==> src/pbb_pkg.sv <==
// Shared constants, layouts and carriers of the peripheral bus bridge
package pbb_pkg;

	// ****************************************************************
	// Address layout of the peripheral block
	// ****************************************************************
	localparam int unsigned ADDR_W = 32;
	localparam int unsigned DATA_W = 32;
	localparam int unsigned HALF_W = 16;
	localparam int unsigned OFS_W = 16;
	localparam int unsigned WIN_W = 7;
	localparam int unsigned WIN_COUNT = 128;
	localparam int unsigned BLOCK_MSB = 31;
	localparam int unsigned BLOCK_LSB = 28;
	localparam int unsigned GAP_MSB = 27;
	localparam int unsigned GAP_LSB = 23;
	localparam int unsigned WIN_MSB = 22;
	localparam int unsigned WIN_LSB = 16;
	localparam int unsigned PORT_MSB = 6;
	localparam int unsigned PORT_LSB = 4;
	localparam logic [3:0] PERIPH_BLOCK = 4'h8;
	localparam logic [4:0] GAP_ZERO = 5'h0;
	localparam logic [WIN_W-1:0] CFG_WIN = 7'h00;

	// One bit per 64KB window: populated windows, and those 32 bits wide
	localparam logic [WIN_COUNT-1:0] MAP_MASK =
		128'h0000_0006_0001_000B_0007_07FF_1DFF_02DF;
	localparam logic [WIN_COUNT-1:0] WIDE_MASK =
		128'h0000_0006_0000_0008_0000_0725_0080_024E;

	// ****************************************************************
	// Configuration registers and timing control
	// ****************************************************************
	localparam logic [OFS_W-1:0] OFS_SILICON_REV = 16'h0000;
	localparam logic [OFS_W-1:0] OFS_FIRMWARE_REV = 16'h0004;
	localparam logic [OFS_W-1:0] OFS_CHIP_ID = 16'h0008;
	localparam logic [OFS_W-1:0] OFS_BUS_TIMING = 16'h0404;
	localparam int unsigned PORT_SLOTS = 8;
	localparam int unsigned WRITE_SEL_LSB = 8;
	localparam logic [2:0] VARIABLE_PORT = 3'h5;
	localparam logic [HALF_W-1:0] TIMING_RESET = 16'h007F;
	localparam logic [HALF_W-1:0] TIMING_MASK = 16'h7F7F;

	// ****************************************************************
	// Backbone bus encodings
	// ****************************************************************
	localparam int unsigned TRANS_ACTIVE_BIT = 1;
	localparam logic HRESP_OKAY = 1'b0;

	// Bridge sequencer states
	typedef enum logic [2:0] {
		PBB_IDLE = 3'b000,
		PBB_CFG = 3'b001,
		PBB_LATCH = 3'b010,
		PBB_SETUP = 3'b011,
		PBB_ACCESS = 3'b100
	} pbb_state_e;

	// Result of the central window decode
	typedef struct packed {
		logic mapped;
		logic wide;
		logic [2:0] port;
		logic [WIN_W-1:0] win;
	} pbb_decode_s;

	// One accepted backbone transfer
	typedef struct packed {
		logic [OFS_W-1:0] ofs;
		logic write;
		logic internal;
		pbb_decode_s dec;
	} pbb_xfer_s;

	// Offsets served by the bridge itself inside the configuration window
	function automatic logic pbb_cfg_hit(input logic [OFS_W-1:0] ofs);
		return (ofs == OFS_SILICON_REV) || (ofs == OFS_FIRMWARE_REV) ||
			(ofs == OFS_CHIP_ID) || (ofs == OFS_BUS_TIMING);
	endfunction

endpackage

==> src/pbb_decoder.sv <==
// Central address decoder of the peripheral block
`timescale 1ns/10ps
module pbb_decoder
	import pbb_pkg::*;
(
	// Incoming system address
	input wire logic [ADDR_W-1:0] haddr_i,
	// Window decode
	output pbb_decode_s dec_o
);

	// ****************************************************************
	// Window decode
	// ****************************************************************
	logic in_block;
	logic gap_clear;
	logic [WIN_W-1:0] win;

	// Only the peripheral block, and only windows below the gap bits
	assign in_block = (haddr_i[BLOCK_MSB:BLOCK_LSB] == PERIPH_BLOCK);
	assign gap_clear = (haddr_i[GAP_MSB:GAP_LSB] == GAP_ZERO);
	assign win = haddr_i[WIN_MSB:WIN_LSB];

	// Reserved windows fall out of the map mask and get no select
	assign dec_o.mapped = in_block & gap_clear & MAP_MASK[win];
	assign dec_o.wide = WIDE_MASK[win];
	assign dec_o.port = win[PORT_MSB:PORT_LSB];
	assign dec_o.win = win;

endmodule // pbb_decoder

==> src/pbb_config_regs.sv <==
// Identification, revision and bus timing registers of the bridge
`timescale 1ns/10ps
module pbb_config_regs
	import pbb_pkg::*;
#(
	parameter logic [3:0] EXT_FLAG = 4'h1,
	parameter logic [3:0] SILICON_MAJOR = 4'h0,
	parameter logic [7:0] SILICON_MINOR = 8'h00,
	parameter logic [3:0] FIRMWARE_MAJOR = 4'h0,
	parameter logic [7:0] FIRMWARE_MINOR = 8'h00,
	parameter logic [HALF_W-1:0] CHIP_ID = 16'h0A5C // arbitrary value
) (
	// Clock and reset
	input wire logic core_clk_i,
	input wire logic srst_i,
	// Read port, sampled at the address phase
	input wire logic rd_en_i,
	input wire logic [OFS_W-1:0] rd_ofs_i,
	// Write port, sampled at the data phase
	input wire logic wr_en_i,
	input wire logic [OFS_W-1:0] wr_ofs_i,
	input wire logic [HALF_W-1:0] wr_data_i,
	// Results
	output logic [HALF_W-1:0] rd_data_o,
	output logic [HALF_W-1:0] timing_o
);

	// ****************************************************************
	// Fixed values
	// ****************************************************************
	logic [HALF_W-1:0] silicon_revision;
	logic [HALF_W-1:0] firmware_revision;
	logic [HALF_W-1:0] chip_identifier;
	logic [HALF_W-1:0] rd_value;
	logic timing_we;

	// Flag, major, minor; revisions step by one per silicon or code spin
	assign silicon_revision = {EXT_FLAG, SILICON_MAJOR, SILICON_MINOR};
	assign firmware_revision = {EXT_FLAG, FIRMWARE_MAJOR, FIRMWARE_MINOR};
	// Identifier reads zero when the flag says it is absent
	assign chip_identifier = (EXT_FLAG != 4'h0) ? CHIP_ID : 16'h0000;

	// Read selection; unknown offsets read zero
	assign rd_value = (rd_ofs_i == OFS_SILICON_REV) ? silicon_revision :
		(rd_ofs_i == OFS_FIRMWARE_REV) ? firmware_revision :
		(rd_ofs_i == OFS_CHIP_ID) ? chip_identifier :
		(rd_ofs_i == OFS_BUS_TIMING) ? timing_o : 16'h0000;
	// Only the timing word takes writes; reserved bits stay zero
	assign timing_we = wr_en_i & (wr_ofs_i == OFS_BUS_TIMING) & pbb_cfg_hit(wr_ofs_i);

	// ****************************************************************
	// Registers
	// ****************************************************************
	always_ff @(posedge core_clk_i) begin
		if (srst_i) begin
			timing_o <= TIMING_RESET;
			rd_data_o <= 16'h0000;
		end else begin
			if (timing_we)
				timing_o <= wr_data_i & TIMING_MASK;
			if (rd_en_i)
				rd_data_o <= rd_value;
		end
	end

endmodule // pbb_config_regs

==> src/pbb_bridge.sv <==
// Backbone-to-peripheral bus bridge with central decoder and timing control
//
// What this block does
// - Backbone, peripheral bus and bridge all run on the core clock.
// - The bridge is the only master driving the peripheral bus.
// - Peripheral slaves live only in the peripheral block, forwarded here.
// - One central decoder makes one select per peripheral window.
// - Only the offset part of the address goes onto the peripheral bus.
// - Each slave gets at most 64KB: sixteen offset address lines.
// - Slaves are 16 or 32 bits wide, per the window map.
// - Configuration window is 16 bits wide at bottom; DMA window 32.
// - Silicon revision: read-only, flag nibble, major nibble, minor byte.
// - Revision fields step by one per metal fix or major step.
// - Nonzero flag means the chip identifier register holds a valid value.
// - Firmware revision: read-only, same three-field layout.
// - Chip identifier: read-only, four 4-bit code digits.
// - Read timing bit per port at its index; 1 adds a cycle; bits 0-6 reset 1, bit 7 stays 0.
// - Write timing bit per port at eight plus index; resets 0.
// - Port five holds each transfer until its slave acknowledges.
// - Timing control word is read-write at offset 0x404.
`timescale 1ns/10ps
module pbb_bridge
	import pbb_pkg::*;
#(
	parameter logic [3:0] EXT_FLAG = 4'h1,
	parameter logic [3:0] SILICON_MAJOR = 4'h0,
	parameter logic [7:0] SILICON_MINOR = 8'h00,
	parameter logic [3:0] FIRMWARE_MAJOR = 4'h0,
	parameter logic [7:0] FIRMWARE_MINOR = 8'h00,
	parameter logic [HALF_W-1:0] CHIP_ID = 16'h0A5C // arbitrary value
) (
	// Clock and reset
	input wire logic core_clk_i,
	input wire logic srst_i,

	// Backbone bus slave, address phase
	input wire logic hsel_i,
	input wire logic [ADDR_W-1:0] haddr_i,
	input wire logic [1:0] htrans_i,
	input wire logic hwrite_i,
	input wire logic hready_i,

	// Backbone bus slave, data phase
	input wire logic [DATA_W-1:0] hwdata_i,
	output logic [DATA_W-1:0] hrdata_o,
	output logic hreadyout_o,
	output logic hresp_o,

	// Peripheral bus master
	output logic [WIN_COUNT-1:0] psel_o,
	output logic [OFS_W-1:0] paddr_o,
	output logic penable_o,
	output logic pwrite_o,
	output logic [DATA_W-1:0] pwdata_o,
	input wire logic [DATA_W-1:0] prdata_i,
	input wire logic pready_i
);

	// ****************************************************************
	// State
	// ****************************************************************
	pbb_state_e state_reg;
	pbb_state_e state_next;
	pbb_xfer_s xfer_reg;
	pbb_xfer_s xfer_next;
	logic extra_reg;
	logic extra_next;
	logic [DATA_W-1:0] hrdata_reg;
	logic [DATA_W-1:0] hrdata_next;
	logic hreadyout_reg;
	logic hreadyout_next;
	logic hresp_reg;
	logic [WIN_COUNT-1:0] psel_reg;
	logic [WIN_COUNT-1:0] psel_next;
	logic [OFS_W-1:0] paddr_reg;
	logic [OFS_W-1:0] paddr_next;
	logic penable_reg;
	logic penable_next;
	logic pwrite_reg;
	logic pwrite_next;
	logic [DATA_W-1:0] pwdata_reg;
	logic [DATA_W-1:0] pwdata_next;

	// ****************************************************************
	// Decode and selection
	// ****************************************************************
	pbb_decode_s dec;
	logic accept;
	logic internal_now;
	logic cfg_rd_en;
	logic cfg_wr_en;
	logic [HALF_W-1:0] cfg_rdata;
	logic [HALF_W-1:0] timing;
	logic [PORT_SLOTS-1:0] read_slow;
	logic [PORT_SLOTS-1:0] write_slow;
	logic slow;
	logic variable;
	logic access_done;
	logic [WIN_COUNT-1:0] sel_onehot;
	logic [DATA_W-1:0] wdata_fmt;
	logic [DATA_W-1:0] rdata_fmt;

	// Central decoder of the peripheral windows
	pbb_decoder u_decoder (
		.haddr_i(haddr_i),
		.dec_o(dec)
	);

	// Identification and timing registers, served inside the bridge
	pbb_config_regs #(
		.EXT_FLAG(EXT_FLAG),
		.SILICON_MAJOR(SILICON_MAJOR),
		.SILICON_MINOR(SILICON_MINOR),
		.FIRMWARE_MAJOR(FIRMWARE_MAJOR),
		.FIRMWARE_MINOR(FIRMWARE_MINOR),
		.CHIP_ID(CHIP_ID)
	) u_config_regs (
		.core_clk_i(core_clk_i),
		.srst_i(srst_i),
		.rd_en_i(cfg_rd_en),
		.rd_ofs_i(haddr_i[OFS_W-1:0]),
		.wr_en_i(cfg_wr_en),
		.wr_ofs_i(xfer_reg.ofs),
		.wr_data_i(hwdata_i[HALF_W-1:0]),
		.rd_data_o(cfg_rdata),
		.timing_o(timing)
	);

	// A transfer is taken only while the bridge is idle
	assign accept = hsel_i & htrans_i[TRANS_ACTIVE_BIT] & hready_i &
		(state_reg == PBB_IDLE);
	// Bridge registers sit at their own offsets of the configuration window;
	// the rest of that window still goes out to the configuration slave
	assign internal_now = dec.mapped & (dec.win == CFG_WIN) &
		pbb_cfg_hit(haddr_i[OFS_W-1:0]);
	assign cfg_rd_en = accept & internal_now & ~hwrite_i;
	// Write data only exists in the data phase, one cycle after accept
	assign cfg_wr_en = (state_reg == PBB_CFG) & xfer_reg.write & xfer_reg.internal;

	// Per-port timing bits, chosen by direction
	assign read_slow = timing[PORT_SLOTS-1:0];
	assign write_slow = timing[WRITE_SEL_LSB +: PORT_SLOTS];
	assign slow = xfer_reg.write ? write_slow[xfer_reg.dec.port] :
		read_slow[xfer_reg.dec.port];
	assign variable = (xfer_reg.dec.port == VARIABLE_PORT);
	// Port five ignores its timing bits and waits on the acknowledge
	assign access_done = variable ? pready_i : ~extra_reg;

	// One select per window, from the latched window number
	assign sel_onehot = {{(WIN_COUNT-1){1'b0}}, 1'b1} << xfer_reg.dec.win;
	// Narrow slaves see and return only the low half-word
	assign wdata_fmt = xfer_reg.dec.wide ? hwdata_i :
		{{(DATA_W-HALF_W){1'b0}}, hwdata_i[HALF_W-1:0]};
	assign rdata_fmt = xfer_reg.dec.wide ? prdata_i :
		{{(DATA_W-HALF_W){1'b0}}, prdata_i[HALF_W-1:0]};

	// ****************************************************************
	// Sequencer
	// ****************************************************************
	// Every access waits at least one cycle, so a read right after a
	// write to the timing word always sees the new value
	always_comb begin
		state_next = state_reg;
		xfer_next = xfer_reg;
		extra_next = extra_reg;
		hrdata_next = hrdata_reg;
		hreadyout_next = hreadyout_reg;
		psel_next = psel_reg;
		paddr_next = paddr_reg;
		penable_next = penable_reg;
		pwrite_next = pwrite_reg;
		pwdata_next = pwdata_reg;
		unique case (state_reg)
			PBB_IDLE: begin
				if (accept) begin
					xfer_next.ofs = haddr_i[OFS_W-1:0];
					xfer_next.write = hwrite_i;
					xfer_next.internal = internal_now;
					xfer_next.dec = dec;
					hreadyout_next = 1'b0;
					// Unmapped windows never reach the peripheral bus
					if (internal_now || !dec.mapped) begin
						state_next = PBB_CFG;
					end else begin
						state_next = PBB_LATCH;
					end
				end
			end
			PBB_CFG: begin
				// Reads of reserved space return zero
				hrdata_next = (xfer_reg.internal && !xfer_reg.write) ?
					{{(DATA_W-HALF_W){1'b0}}, cfg_rdata} : {DATA_W{1'b0}};
				hreadyout_next = 1'b1;
				state_next = PBB_IDLE;
			end
			PBB_LATCH: begin
				// Setup phase: select, offset only, direction and data
				psel_next = sel_onehot;
				paddr_next = xfer_reg.ofs;
				pwrite_next = xfer_reg.write;
				pwdata_next = xfer_reg.write ? wdata_fmt : {DATA_W{1'b0}};
				state_next = PBB_SETUP;
			end
			PBB_SETUP: begin
				penable_next = 1'b1;
				extra_next = slow;
				state_next = PBB_ACCESS;
			end
			PBB_ACCESS: begin
				if (access_done) begin
					psel_next = {WIN_COUNT{1'b0}};
					penable_next = 1'b0;
					hrdata_next = xfer_reg.write ? {DATA_W{1'b0}} : rdata_fmt;
					hreadyout_next = 1'b1;
					state_next = PBB_IDLE;
				end else if (!variable) begin
					extra_next = 1'b0;
				end
			end
			default: begin
				state_next = PBB_IDLE;
				hreadyout_next = 1'b1;
				psel_next = {WIN_COUNT{1'b0}};
				penable_next = 1'b0;
			end
		endcase
	end

	// ****************************************************************
	// Registers
	// ****************************************************************
	// Single clock for both buses; no crossing anywhere
	always_ff @(posedge core_clk_i) begin
		if (srst_i) begin
			state_reg <= PBB_IDLE;
			xfer_reg <= '0;
			extra_reg <= 1'b0;
			hrdata_reg <= {DATA_W{1'b0}};
			hreadyout_reg <= 1'b1;
			hresp_reg <= HRESP_OKAY;
		end else begin
			state_reg <= state_next;
			xfer_reg <= xfer_next;
			extra_reg <= extra_next;
			hrdata_reg <= hrdata_next;
			hreadyout_reg <= hreadyout_next;
			hresp_reg <= HRESP_OKAY;
		end
	end

	// Peripheral bus drive, only ever from this bridge
	always_ff @(posedge core_clk_i) begin
		if (srst_i) begin
			psel_reg <= {WIN_COUNT{1'b0}};
			paddr_reg <= {OFS_W{1'b0}};
			penable_reg <= 1'b0;
			pwrite_reg <= 1'b0;
			pwdata_reg <= {DATA_W{1'b0}};
		end else begin
			psel_reg <= psel_next;
			paddr_reg <= paddr_next;
			penable_reg <= penable_next;
			pwrite_reg <= pwrite_next;
			pwdata_reg <= pwdata_next;
		end
	end

	// ****************************************************************
	// Outputs
	// ****************************************************************
	assign hrdata_o = hrdata_reg;
	assign hreadyout_o = hreadyout_reg;
	assign hresp_o = hresp_reg;
	assign psel_o = psel_reg;
	assign paddr_o = paddr_reg;
	assign penable_o = penable_reg;
	assign pwrite_o = pwrite_reg;
	assign pwdata_o = pwdata_reg;

endmodule // pbb_bridge

==> config.mk <==
export PLATFORM = sky130hd
export DESIGN_NAME = pbb_bridge
export DESIGN_NICKNAME = d
export VERILOG_FILES = /design/src/pbb_pkg.sv /design/src/pbb_decoder.sv /design/src/pbb_config_regs.sv /design/src/pbb_bridge.sv
export SDC_FILE = /design/constraint.sdc
export NUM_CORES = 1
export LEC_CHECK = 0
export BUFFER_PORTS_ARGS = -buffer_cell sky130_fd_sc_hd__buf_2
export CORE_MARGIN = 1.5
export CORE_UTILIZATION = 58
export CTS_BUF_LIST = sky130_fd_sc_hd__clkbuf_8
export DETAILED_ROUTE_END_ITERATION = 6
export HOLD_SLACK_MARGIN = 0.08
export PLACE_DENSITY = 0.9
export SYNTH_ARGS = -nofsm -noshare
export SYNTH_HDL_FRONTEND = slang
export SYNTH_SLANG_ARGS = --single-unit
==> constraint.sdc <==
create_clock -name core_clk_i -period 3.45 [get_ports core_clk_i]
set_input_delay 0.69 -clock core_clk_i [delete_from_list [all_inputs] [get_ports core_clk_i]]
set_output_delay 0.69 -clock core_clk_i [all_outputs]
set_load 0.05 [all_outputs]
; ---- Yosys cells after proc, flatten, opt, wreduce, memory -nomap -nowiden
; Memory sizes are Yosys's and may differ from the RTL's. A register that Yosys moved wholly into a read port is not among the register bits.
; Cells that the tools add are included.
[word_totals]
memories = 2
inputBits = 104
ff_bits = 273
mem_bits_ro = 256
output_inout_bits = 212
[classes]
n_bitwise = 18
muxes = 32
n_eq_ne = 16
order_cmp = 2
shifts = 1
reduce_logical = 27
[memory_table]
columns = memory, words, width, read_ports, rd_ports_with_merged_regs, write_ports, line_no
row1 = (name not given), 128, 1, 1, 0, 0, pbb_decoder.sv:25  ; assign dec_o.mapped = in_block & gap_clear & MAP_MASK[win];
row2 = (name not given), 128, 1, 1, 1, 0, pbb_decoder.sv:26  ; assign dec_o.wide = WIDE_MASK[win];
[op_table]
columns = operator, n
row1 = case mux 128 bit (3 select lines), 1
row2 = two-way mux 32 bit, 5
row3 = two-way mux 128 bit, 1
row4 = << shifter 1 x 7 -> 128 bit (first input constant), 1
row5 = two-way mux 16 bit, 4
row6 = case mux 32 bit (2 select lines), 1
row7 = == test 16 x 11 -> 1 bit (second input constant), 2
row8 = == test 16 x 3 -> 1 bit (second input constant), 2
row9 = == test 16 x 4 -> 1 bit (second input constant), 2
row10 = logical NOT 16 bit, 2
row11 = two-way mux 15 bit, 1
row12 = AND 1 bit, 13
row13 = case mux 3 bit (4 select lines), 1
row14 = two-way mux 1 bit, 10
row15 = AND reduction 2 bit, 5
row16 = < comparator 7 x 8 -> 1 bit (second input constant), 1
row17 = != test 2 bit (second input constant), 4
row18 = logical NOT 7 bit, 1
row19 = logical OR 1 bit, 7
row20 = binary-select mux 1 bit (select 3 bit), 2
row21 = == test 3 x 2 -> 1 bit (second input constant), 2
row22 = == test 3 bit (second input constant), 2
row23 = two-way mux 3 bit, 2
row24 = case mux 1 bit (3 select lines), 2
row25 = other kinds (14), 22

; ---- Depth between registers and ports, before layout
; Gate-level depths: netlist of the first run.
[depth]
ltp_word = 9
mapped_depth = 9
ltp_nobuf = 7

; ---- Modules after synthesis
; From an unflattened synthesis of the first run, not the netlist that was laid out.
[hier_totals]
hier_cells = 1391
area_unflattened_um2 = 11349.6
[modules_own_cells]
columns = module, n_inst, cells_each, area_each_um2
row1 = pbb_bridge, 1, 1189, 9659.3
row2 = pbb_config_regs, 1, 149, 1293.7
row3 = pbb_decoder, 1, 53, 396.6

; ---- Least setup slack after synthesis of the first run
; OpenSTA, ideal clock, no wires.
[synth_timing]
kind = input to register
start = in haddr_i[17]
end = reg u_config_regs.rd_data_o[10]
t_arrival_ns = 2.218
setup_slack_ns = 1.099
cell_stages = 8
setup_ns = 0.132
path_cell_list = inv_1 ha_1 nand2_1 o41a_1 a21o_1 buf_1 o31ai_2 a21oi_1
[synth_between]
elab_chain_len = 7
word_cells_on_any_way = 8
cone_classes = mux: 1 / bitwise: 5 / reduce/logical: 1 / memory: 1
[synth_rtl]
columns = element, line_no
row1 = from (decl), pbb_bridge.sv:38  ; input wire logic [ADDR_W-1:0] haddr_i,
row2 = memory (128 x 1 bit), n/a
row3 = two-way mux 1 bit (not written as such), pbb_decoder.sv:25
row4 = AND 1 bit, pbb_decoder.sv:25
row5 = AND 1 bit (*) (2 in a row), pbb_bridge.sv:134  ; assign internal_now = dec.mapped & (dec.win == CFG_WIN) &
row6 = AND 1 bit (*) (2 in a row), pbb_bridge.sv:136  ; assign cfg_rd_en = accept & internal_now & ~hwrite_i;
row7 = to (signal assigned), pbb_config_regs.sv:62  ; rd_data_o <= rd_value;
row8 = to (decl), pbb_config_regs.sv:24  ; output logic [HALF_W-1:0] rd_data_o,
; Mark *: on every way between the ends. The rest lies on a longest branch, timed or not. The select of a mux whose other input is x is not followed.
; A chain may end at the register's enable or synchronous reset.

; ---- Final worst setup path of the first run
[layout_timing]
start = reg state_reg[1]
end = reg pwdata_reg[19], in the netlist pwdata_o[19]
[layout_between]
elab_chain_len = 1
[layout_rtl]
columns = element, line_no
row1 = from (decl), pbb_bridge.sv:62  ; pbb_state_e state_reg;
row2 = from (signal assigned), pbb_bridge.sv:242  ; state_reg <= state_next;
row3 = == test 3 x 2 -> 1 bit, pbb_bridge.sv:173  ; unique case (state_reg)
row4 = to (signal assigned), pbb_bridge.sv:258  ; pwdata_reg <= {DATA_W{1'b0}};
row5 = to (signal assigned), pbb_bridge.sv:264  ; pwdata_reg <= pwdata_next;
row6 = to (decl), pbb_bridge.sv:81  ; logic [DATA_W-1:0] pwdata_reg;
; No other way between the ends.

==> flow_summary.ini, run 1 <==
[power]
switching_share_pct = 23.40
peakVddDrop_mv = 0.3099
p_per_area_nw_per_um2 = 442.4
power.leakage_nw = 5.437
fin_total_pwr_mw = 5.796
p_comb_share_pct = 4.4
p_int_mw = 4.439
seq_power_share_pct = 54.1
p_switching_mw = 1.356
clock_power_share_pct = 41.5

[final_layout]
final_area_sq_um = 13100
instances_no_fill = 1749
drive_gt1_share_pct = 28.90
largest_reg_flops = 128
area_growth_pct = 23.26
post-route-util_pct = 72.93
nNetsFinal = 1607

[die]
die_w_microns = 138.4
start_util_pct = 59.16
boundaryPins = 316
die_height_microns = 138.4
rows = 49
die_area_sq_um = 19140
core_sq_um = 17960

[routing]
vias = 10390
drt_first_pass_iters = 7
via_per_inst = 5.943
drt-wirelength-per-cell_microns = 18.17
detail-route-antenna-nets = 0
drcViolationCount = 0
drtIter0Drc = 883
routed_wl_microns = 31780

[synth]
synth_commonest_cells = 269 x dfxtp_1, 186 x nor2_1, 145 x a22oi_1
synth-seq-area-share_pct = 50.67
async_reset_ff_share_pct = 0
synth_cell_types = 59
synth_top_area_share_pct = 50.67
yosysTopAreaCell = dfxtp_1
synth_area_per_cell_sq_um = 8.783
syn_nets = 1319
dominantRegCellSynth = dfxtp_1
synth_most_common_cell = dfxtp_1
synthCells = 1210
ys_top_cells_by_area = dfxtp_1 51%, a22oi_1 10%, nor2_1 6.6%
synthesis.area_sq_um = 10630
synth_edf_count = 0
ys_warn_count = 0
ys_seq_elements = 269

[grt]
grt_pass1_vias = 9784
grt_usage_pct = 31.47
grt.overflow.total = 0
grt_max_degree = 129
grt_pass1_wl_microns = 49850
grt_antenna_before_repair = 2

[critical_path]
slowest_stage = dfxtp_1
crit_family = simple AND/OR/NAND/NOR gates
slowest_delay_ns = 0.79
cp.arrival_ns = 2.92
path_class = reg2reg
worstPathCellList = nor3b_4 > buf_4 > and3_1 > a22oi_1 > nor2_1
startpoint_type = flop
r2r_cells = 5
r2r_end = pwdata_o[19]
cp_max_fo = 35
r2r_start = state_reg[1]
critPathRequiredTime_ns = 3.91
rrSetupSlack_ns = 0.98
cp-end-kind = flop
path_buf_inv = 1

[placed_design]
place.gp.congestion = 0.8771
placed_cells = 1682
dp_slack_ns = 0.6213
dp_hpwl_microns = 21190
placed_cell_area_sq_um = 12370
portBuffers = 313

[clock_tree]
cts_root_buffer = clkbuf_8
cts_made_buffers = 43
post_cts_buffers = 0
cts.hold.buffers_added = 0
clk_pin_slew_ns = 0.06
clock_latency_ns = 0.53
h-tree-depth = 2
clock_path_buffers = 3
cts_tree = done
clock-sinks = 269
cts.repair.resized = 0

[timing]
finalHoldViolations = 0
finalWorstSetupSlack_ns = 0.9812
finClkSkew_ns = 0.01363
whs_ns = 0.4015
min_period_over_period_pct = 71.56
finalSetupViolCount = 0
min_period_ns = 2.469
rsz0062_at_grt = false
tightest_slew_ns = 1.095
fmax_mhz = 405.1
slew_violations = 0
tns_ns = 0
relSlewSlack_pct = 26.42

[min_path]
hold_path.class = in2reg
holdCritStartpoint = hwdata_i[18]
hold_depth = 3
holdPathEnd = pwdata_o[18]

[flow_run]
cap_violations = 0

[status]
outcome = complete, no violations
[kinds of logic (layout without fill, tap and decap cells)]
logic type                 Yosys count  in the layout  share of synthesized area [%]
AOI/OAI and AO/OA                  312            312                          19.91
adders and majority gates            5              5                         0.5887
buffers and inverters              124            433                          4.803
DFF                                269            269                          50.67
muxes                               30             30                          3.084
other                                1              2                        0.03529
and+or+nand+nor                    469            469                          20.91
[worst min-delay path, cell delays in order]
cell and delay, ns:
buf_2 0.08, a22oi_1 0.05, nor2_1 0.08
[layout make-up]
class / count / area (sq um)
clock buffer: 47 / 646.9
inverter: 18 / 67.56
fill: 1314 / 4863
multi-input combinational: 817 / 4772
antenna: 1 / 2.502
sequential: 269 / 5385
tap: 229 / 286.5
timing repair buffer: 349 / 1856
clock inverter: 19 / 83.83
[cell usage in the layout, fill, tap and decap left out, types with 11 or more instances in the layout]
cell,instances
nor2_1,186
clkbuf_8,47
mux2i_1,26
buf_4,35
dfxtp_1,269
buf_2,312
nand3_1,49
nand2b_1,23
nand4_1,11
a22oi_1,144
nor4_1,16
inv_1,33
a21oi_1,112
nand2_1,130
[how the worst max path moves through the flow]
stage                                             end  cells after the start          from  slack (ns)
after floorplan           u_config_regs.rd_data_o[10]                      8   haddr_i[17]        1.10
after CTS                                pwdata_o[19]                      5  state_reg[1]        0.97
after detailed placement   u_config_regs.rd_data_o[0]                      6    haddr_i[3]        0.62
after global placement     u_config_regs.rd_data_o[1]                      6   haddr_i[15]        0.72
after global routing                     pwdata_o[28]                      5  state_reg[1]        0.79
final                                    pwdata_o[19]                      5  state_reg[1]        0.98
[routing by layer]
layer | part of all wire [%] | GRT usage [%] | vias up | wire length, microns
met5 | 0.041 | 0 | - | 13
met4 | 3.9 | 14.68 | 2 | 1238
met1 | 39 | 38.64 | 4858 | 12390
met2 | 48 | 53.00 | 579 | 15330
met3 | 8.8 | 6.685 | 100 | 2805
li1 | - | - | 4855 | -
[power by group through the flow]
stage | Clock, mW | Sequential [mW] | Combinational, mW
2_1_floorplan | 0 | 3.19 | 0.134
3_3_place_gp | 0 | 3.20 | 0.243
3_5_place_dp | 0 | 3.20 | 0.250
4_1_cts | 2.44 | 3.13 | 0.252
5_1_grt | 2.58 | 3.13 | 0.276
6_report | 2.40 | 3.13 | 0.257
(Power assumes the default switching activity.)
==> run 2: changes to the inputs <==
- ABC_AREA: unset -> 1
- CORE_UTILIZATION: 58 -> 54
- PLACE_DENSITY: 0.9 -> 0.85
- clock period: 3.45 -> 2.55 ns (I/O delays scaled with it)
==> flow_summary.ini, run 2 <==
[critical_path]
cp.arrival_ns = 2.52
critPathRequiredTime_ns = 3.01
startpoint_type = flop
cp-end-kind = flop
cp_max_fo = 36
r2r_cells = 7
path_class = reg2reg

[grt]
use_met3_pct = 7.022
grt.overflow.total = 0
grt_pass1_vias = 10540
grt_antenna_before_repair = 0
grt.met2_usage_pct = 48.71
grt_pass1_wl_microns = 53580
grtUsageMet1_pct = 41.12
grt_usage_pct = 30.76
top_usage_layer = met2
grt_max_degree = 136

[placed_design]
place.gp.congestion = 0.9091
placed_cells = 1995
portBuffers = 313
dp_hpwl_microns = 23190

[die]
die_w_microns = 145.6
boundaryPins = 316
die_height_microns = 145.6
core_sq_um = 19720
rows = 51
start_util_pct = 55.68
die_area_sq_um = 21200

[routing]
drtIter0Drc = 1220
detail-route-antenna-nets = 0
drcViolationCount = 0
via_per_inst = 5.631
drt-wirelength-per-cell_microns = 16.52
vias = 11610
drt_first_pass_iters = 6
routed_wl_microns = 34060

[synth]
synth-seq-area-share_pct = 49.05
async_reset_ff_share_pct = 0
synth_commonest_cells = 318 x nand2_1, 269 x dfxtp_1, 231 x a21oi_1
synth_top_family_by_area = simple AND/OR/NAND/NOR gates
synth_area_per_cell_sq_um = 7.349
ys_top_cells_by_area = dfxtp_1 49%, nand2_1 11%, a21oi_1 11%
yosys.area_share.xor_xnor_pct = 0
ys_seq_elements = 269
synth-simple-area-share_pct = 27.59
synth_cell_types = 36
synth_compound_area_share_pct = 16.14
muxShareOfSynthArea_pct = 0
dominantRegCellSynth = dfxtp_1
synth_fa_ha_area_share_pct = 0.5698
synthCells = 1494
synth_most_common_cell = nand2_1
synth_top_area_share_pct = 49.05
synthesis.area_sq_um = 10980
synth_edf_count = 0
ys_warn_count = 0
yosysTopAreaCell = dfxtp_1
syn_nets = 1603

[timing]
relSlewSlack_pct = 57.78
fmax_mhz = 485.6
slew_violations = 0
finalSetupViolCount = 0
min_period_over_period_pct = 80.76
whs_ns = 0.2011
min_period_ns = 2.059
tightest_slew_ns = 0.6285
tns_ns = 0
finClkSkew_ns = 0.02218
finalHoldViolations = 0
rsz0062_at_grt = false

[power]
p_per_area_nw_per_um2 = 737.3
peakVddDrop_mv = 0.3815
power.leakage_nw = 5.835

[clock_tree]
h-tree-depth = 2
cts.hold.buffers_added = 0
cts_root_buffer = clkbuf_8
cts_made_buffers = 42
post_cts_buffers = 0
cts_tree = done
clock-sinks = 269
clock_path_buffers = 3
clock_latency_ns = 0.54
clk_pin_slew_ns = 0.06
cts.repair.resized = 0

[final_layout]
fillers = 1670
layout_common_cells = 317 x nand2_1, 312 x buf_2, 268 x dfxtp_1
area_growth_pct = 22.87
final_common_cell = nand2_1
multiInputGateArea_sq_um = 4872
instances_no_fill = 2062
regArea_sq_um = 5386
largest_reg_flops = 128
drive_gt1_share_pct = 23.48
n_antenna_cell = 0
nNetsFinal = 1883

[min_path]
hold_path.class = in2reg
hold_depth = 3

[status]
outcome = complete, no violations

[flow_run]
cap_violations = 0
## run 2: cell types whose count changed in the layout (fill, tap and decap cells not counted), sizes merged, moves of 10 or more
cell and change:
nand4 +26, mux2i -26, nor2 -30, inv +43
a21oi +119, o31ai -16, nand2 +189, nand3 +103
nor4 -21, nor3 +16, nand2b -23, a31oi +10
o21ai +73, a22oi -145
## run 2: logic make-up after synthesis
| kind of cell | count (synthesis) |
|---|---|
| adders and majority gates | 5 |
| AOI/OAI and AO/OA | 339 |
| other | 1 |
| buffers and inverters | 177 |
| and+or+nand+nor | 703 |
| DFF | 269 |
## run 2: worst paths after layout
kind	start	endpoint	slack, ns
setup / recovery	xfer_reg[7]	psel_o[17]	0.49
hold / removal	prdata_i[7]	hrdata_o[7]	0.20
setup reg to reg	xfer_reg[7]	psel_o[17]	0.49
hold reg to reg	psel_o[49]	psel_o[49]	0.46
## run 2: final cells by class
| class | instances | area share [%] |
|---|---|---|
| multi-input combinational | 1048 | 36.12 |
| clock buffer | 50 | 5.101 |
| clock inverter | 17 | 0.5287 |
| timing repair buffer | 347 | 14.01 |
| tap | 265 | 2.458 |
| inverter | 66 | 1.855 |
| sequential | 269 | 39.93 |
## run 2: per-layer routing
layer | vias up | share of wire, %
li1 | 5560 | -
met1 | 5335 | 41
met2 | 624 | 46
met3 | 93 | 9.8
met4 | 0 | 3.1
met5 | - | 0
## run 2: critical path, stage by stage, from the launching register on
cell     delay (ns)
dfxtp_1        0.57
nand2_1        0.17
o21ai_2        0.19
nand2_2        0.14
a21oi_4        0.26
buf_4          0.40
nand2_1        0.11
a21oi_1        0.14
## run 2: per-stage QoR
stage	util (%)	worst slack (ns)	area, sq um	power, mW
floorplan	-	0.5186	10980	6.084
global placement	64.57	0.2506	12730	6.605
detailed placement	64.57	0.1936	12730	6.635
CTS	68.42	0.4715	13490	9.941
global route	68.42	0.2712	13490	10.36
finish	68.42	0.4905	13490	9.946
## run 2: where the power goes
group / switching (mW) / internal (mW)
Clock: 1.61 / 1.76
Sequential: 0.114 / 4.41
Combinational: 1.59 / 0.472
==> run 3: changes to the inputs <==
- ABC_AREA: 1 -> 0
- CORE_UTILIZATION: 54 -> 48
- PLACE_DENSITY: 0.85 -> 0.8
- clock period: 2.55 -> 1.8 ns (I/O delays scaled with it)
==> flow_summary.ini, run 3 (synthesized netlist as in run 1, its figures left out) <==
[critical_path]
slowest_delay_ns = 0.54
cp_max_fo = 10
worstPathCellList = or4b_4 > nor3_4 > buf_4 > clkbuf_16 > nand2_1 > o211ai_1
cp-end-kind = flop
critPathRequiredTime_ns = 2.26
path_class = reg2reg
startpoint_type = flop
cp.arrival_ns = 2.24
slowest_stage = or4b_4

[power]
p_per_area_nw_per_um2 = 818.1
power.leakage_nw = 6.123
clock_power_share_pct = 44.3
switching_share_pct = 23.67
fin_total_pwr_mw = 11.96
seq_power_share_pct = 50.1
p_switching_mw = 2.831
p_comb_share_pct = 5.5
peakVddDrop_mv = 0.5658
p_int_mw = 9.133

[routing]
vias = 10780
routed_wl_microns = 34350
drcViolationCount = 0
drtIter0Drc = 734
via_per_inst = 5.614
drt-wirelength-per-cell_microns = 17.88
drt_first_pass_iters = 6
detail-route-antenna-nets = 0

[final_layout]
drive_gt1_share_pct = 32.78
area_growth_pct = 37.60
regArea_sq_um = 5394
final_common_cell = buf_2
largest_reg_flops = 128
instances_no_fill = 1921
layout_common_cells = 312 x buf_2, 264 x dfxtp_1, 180 x nor2_1
multiInputGateArea_sq_um = 4860
nNetsFinal = 1715
fillers = 1722

[placed_design]
placed_cells = 1780
portBuffers = 313
place.gp.congestion = 0.8728
dp_hpwl_microns = 22310

[grt]
grt_usage_pct = 27.83
grt_pass1_vias = 10080
grt_antenna_before_repair = 3
grt_pass1_wl_microns = 52720
grt.overflow.total = 0
grt_max_degree = 103

[status]
outcome = complete, no violations

[min_path]
hold_path.class = in2reg

[clock_tree]
clk_pin_slew_ns = 0.06
clock_path_buffers = 3
cts_made_buffers = 44
cts_root_buffer = clkbuf_8
cts_tree = done
h-tree-depth = 2
clock_latency_ns = 0.55
clock-sinks = 269

[die]
die_w_microns = 151.8
core_sq_um = 21760
boundaryPins = 316
rows = 54
start_util_pct = 48.85
die_area_sq_um = 23040
die_height_microns = 151.8

[timing]
slew_violations = 0
min_period_ns = 1.775
finClkSkew_ns = 0.01485
relSlewSlack_pct = 50.48
rsz0062_at_grt = true
tightest_slew_ns = 0.7400
min_period_over_period_pct = 98.63
finalSetupViolCount = 0
finalHoldViolations = 0
fmax_mhz = 563.3

[flow_run]
cap_violations = 0
## run 3: layout make-up
cell class,instances,share of cell area [%]
sequential,269,36.88
multi-input combinational,817,33.23
timing repair buffer,456,20.88
clock buffer,57,5.364
tap,280,2.396
clock inverter,21,0.7358
inverter,18,0.4620
antenna,3,0.05133
## run 3: per-stage QoR
step	utilization (%)	TNS (ns)	hold slack, ns	setup WS, ns	instance area, sq um
final	67.22	0	0.1020	0.02472	14620
after global routing	67.22	-0.1021	0.08954	-0.02638	14620
after CTS	66.12	-0.03082	0.08050	-0.02187	14390
after detailed placement	59.64	-7.652	0.4423	-0.5369	12970
after global placement	59.64	-7.043	0.4351	-0.4983	12970
after floorplan	-	-2.403	0.4402	-0.2061	10640
## run 3: final timing paths
check               start                        end  slack (ns)  depth (start not counted)
min          hwdata_i[18]               pwdata_o[18]        0.10                          3
max reg2reg  xfer_reg[29]  u_config_regs.timing_o[4]        0.02                          6
max          xfer_reg[29]  u_config_regs.timing_o[4]        0.02                          6
min reg2reg    paddr_o[9]                 paddr_o[9]        0.45                          2
## run 3: worst max-delay path, delay by kind of cell (launching register included)
kind                   cells  cell delay, ns
AO/OA/AOI/OAI              1            0.09
flip-flops                 1            0.33
buffers and inverters      2            0.33
AND/OR/NAND/NOR            3            0.93
## run 3: per-layer routing
metal,track usage (%),vias to the layer above,part of all wire [%]
met4,13.22,0,3.6
met2,46.58,534,49
met1,34.05,5041,40
met5,0,-,0
li1,-,5098,-
met3,6.075,111,8.2
## run 3: power by group through the flow
stage / logic (mW) / registers (mW) / clock network (mW)
global route: 0.713 / 5.99 / 5.66
global placement: 0.548 / 6.12 / 0
floorplan: 0.258 / 6.12 / 0
finish: 0.663 / 6.00 / 5.30
detailed placement: 0.554 / 6.13 / 0
CTS: 0.642 / 6.00 / 5.38
## run 3: repair_timing
item / CTS / global route
hold buffers: 50 / 1
cloned: 0 / 5
setup buffers: 0 / 4
setup endpoints to repair: 6 / 174
pin swaps: 0 / 5
gates resized for setup: 4 / 28
hold endpoints to repair: 53 / 1
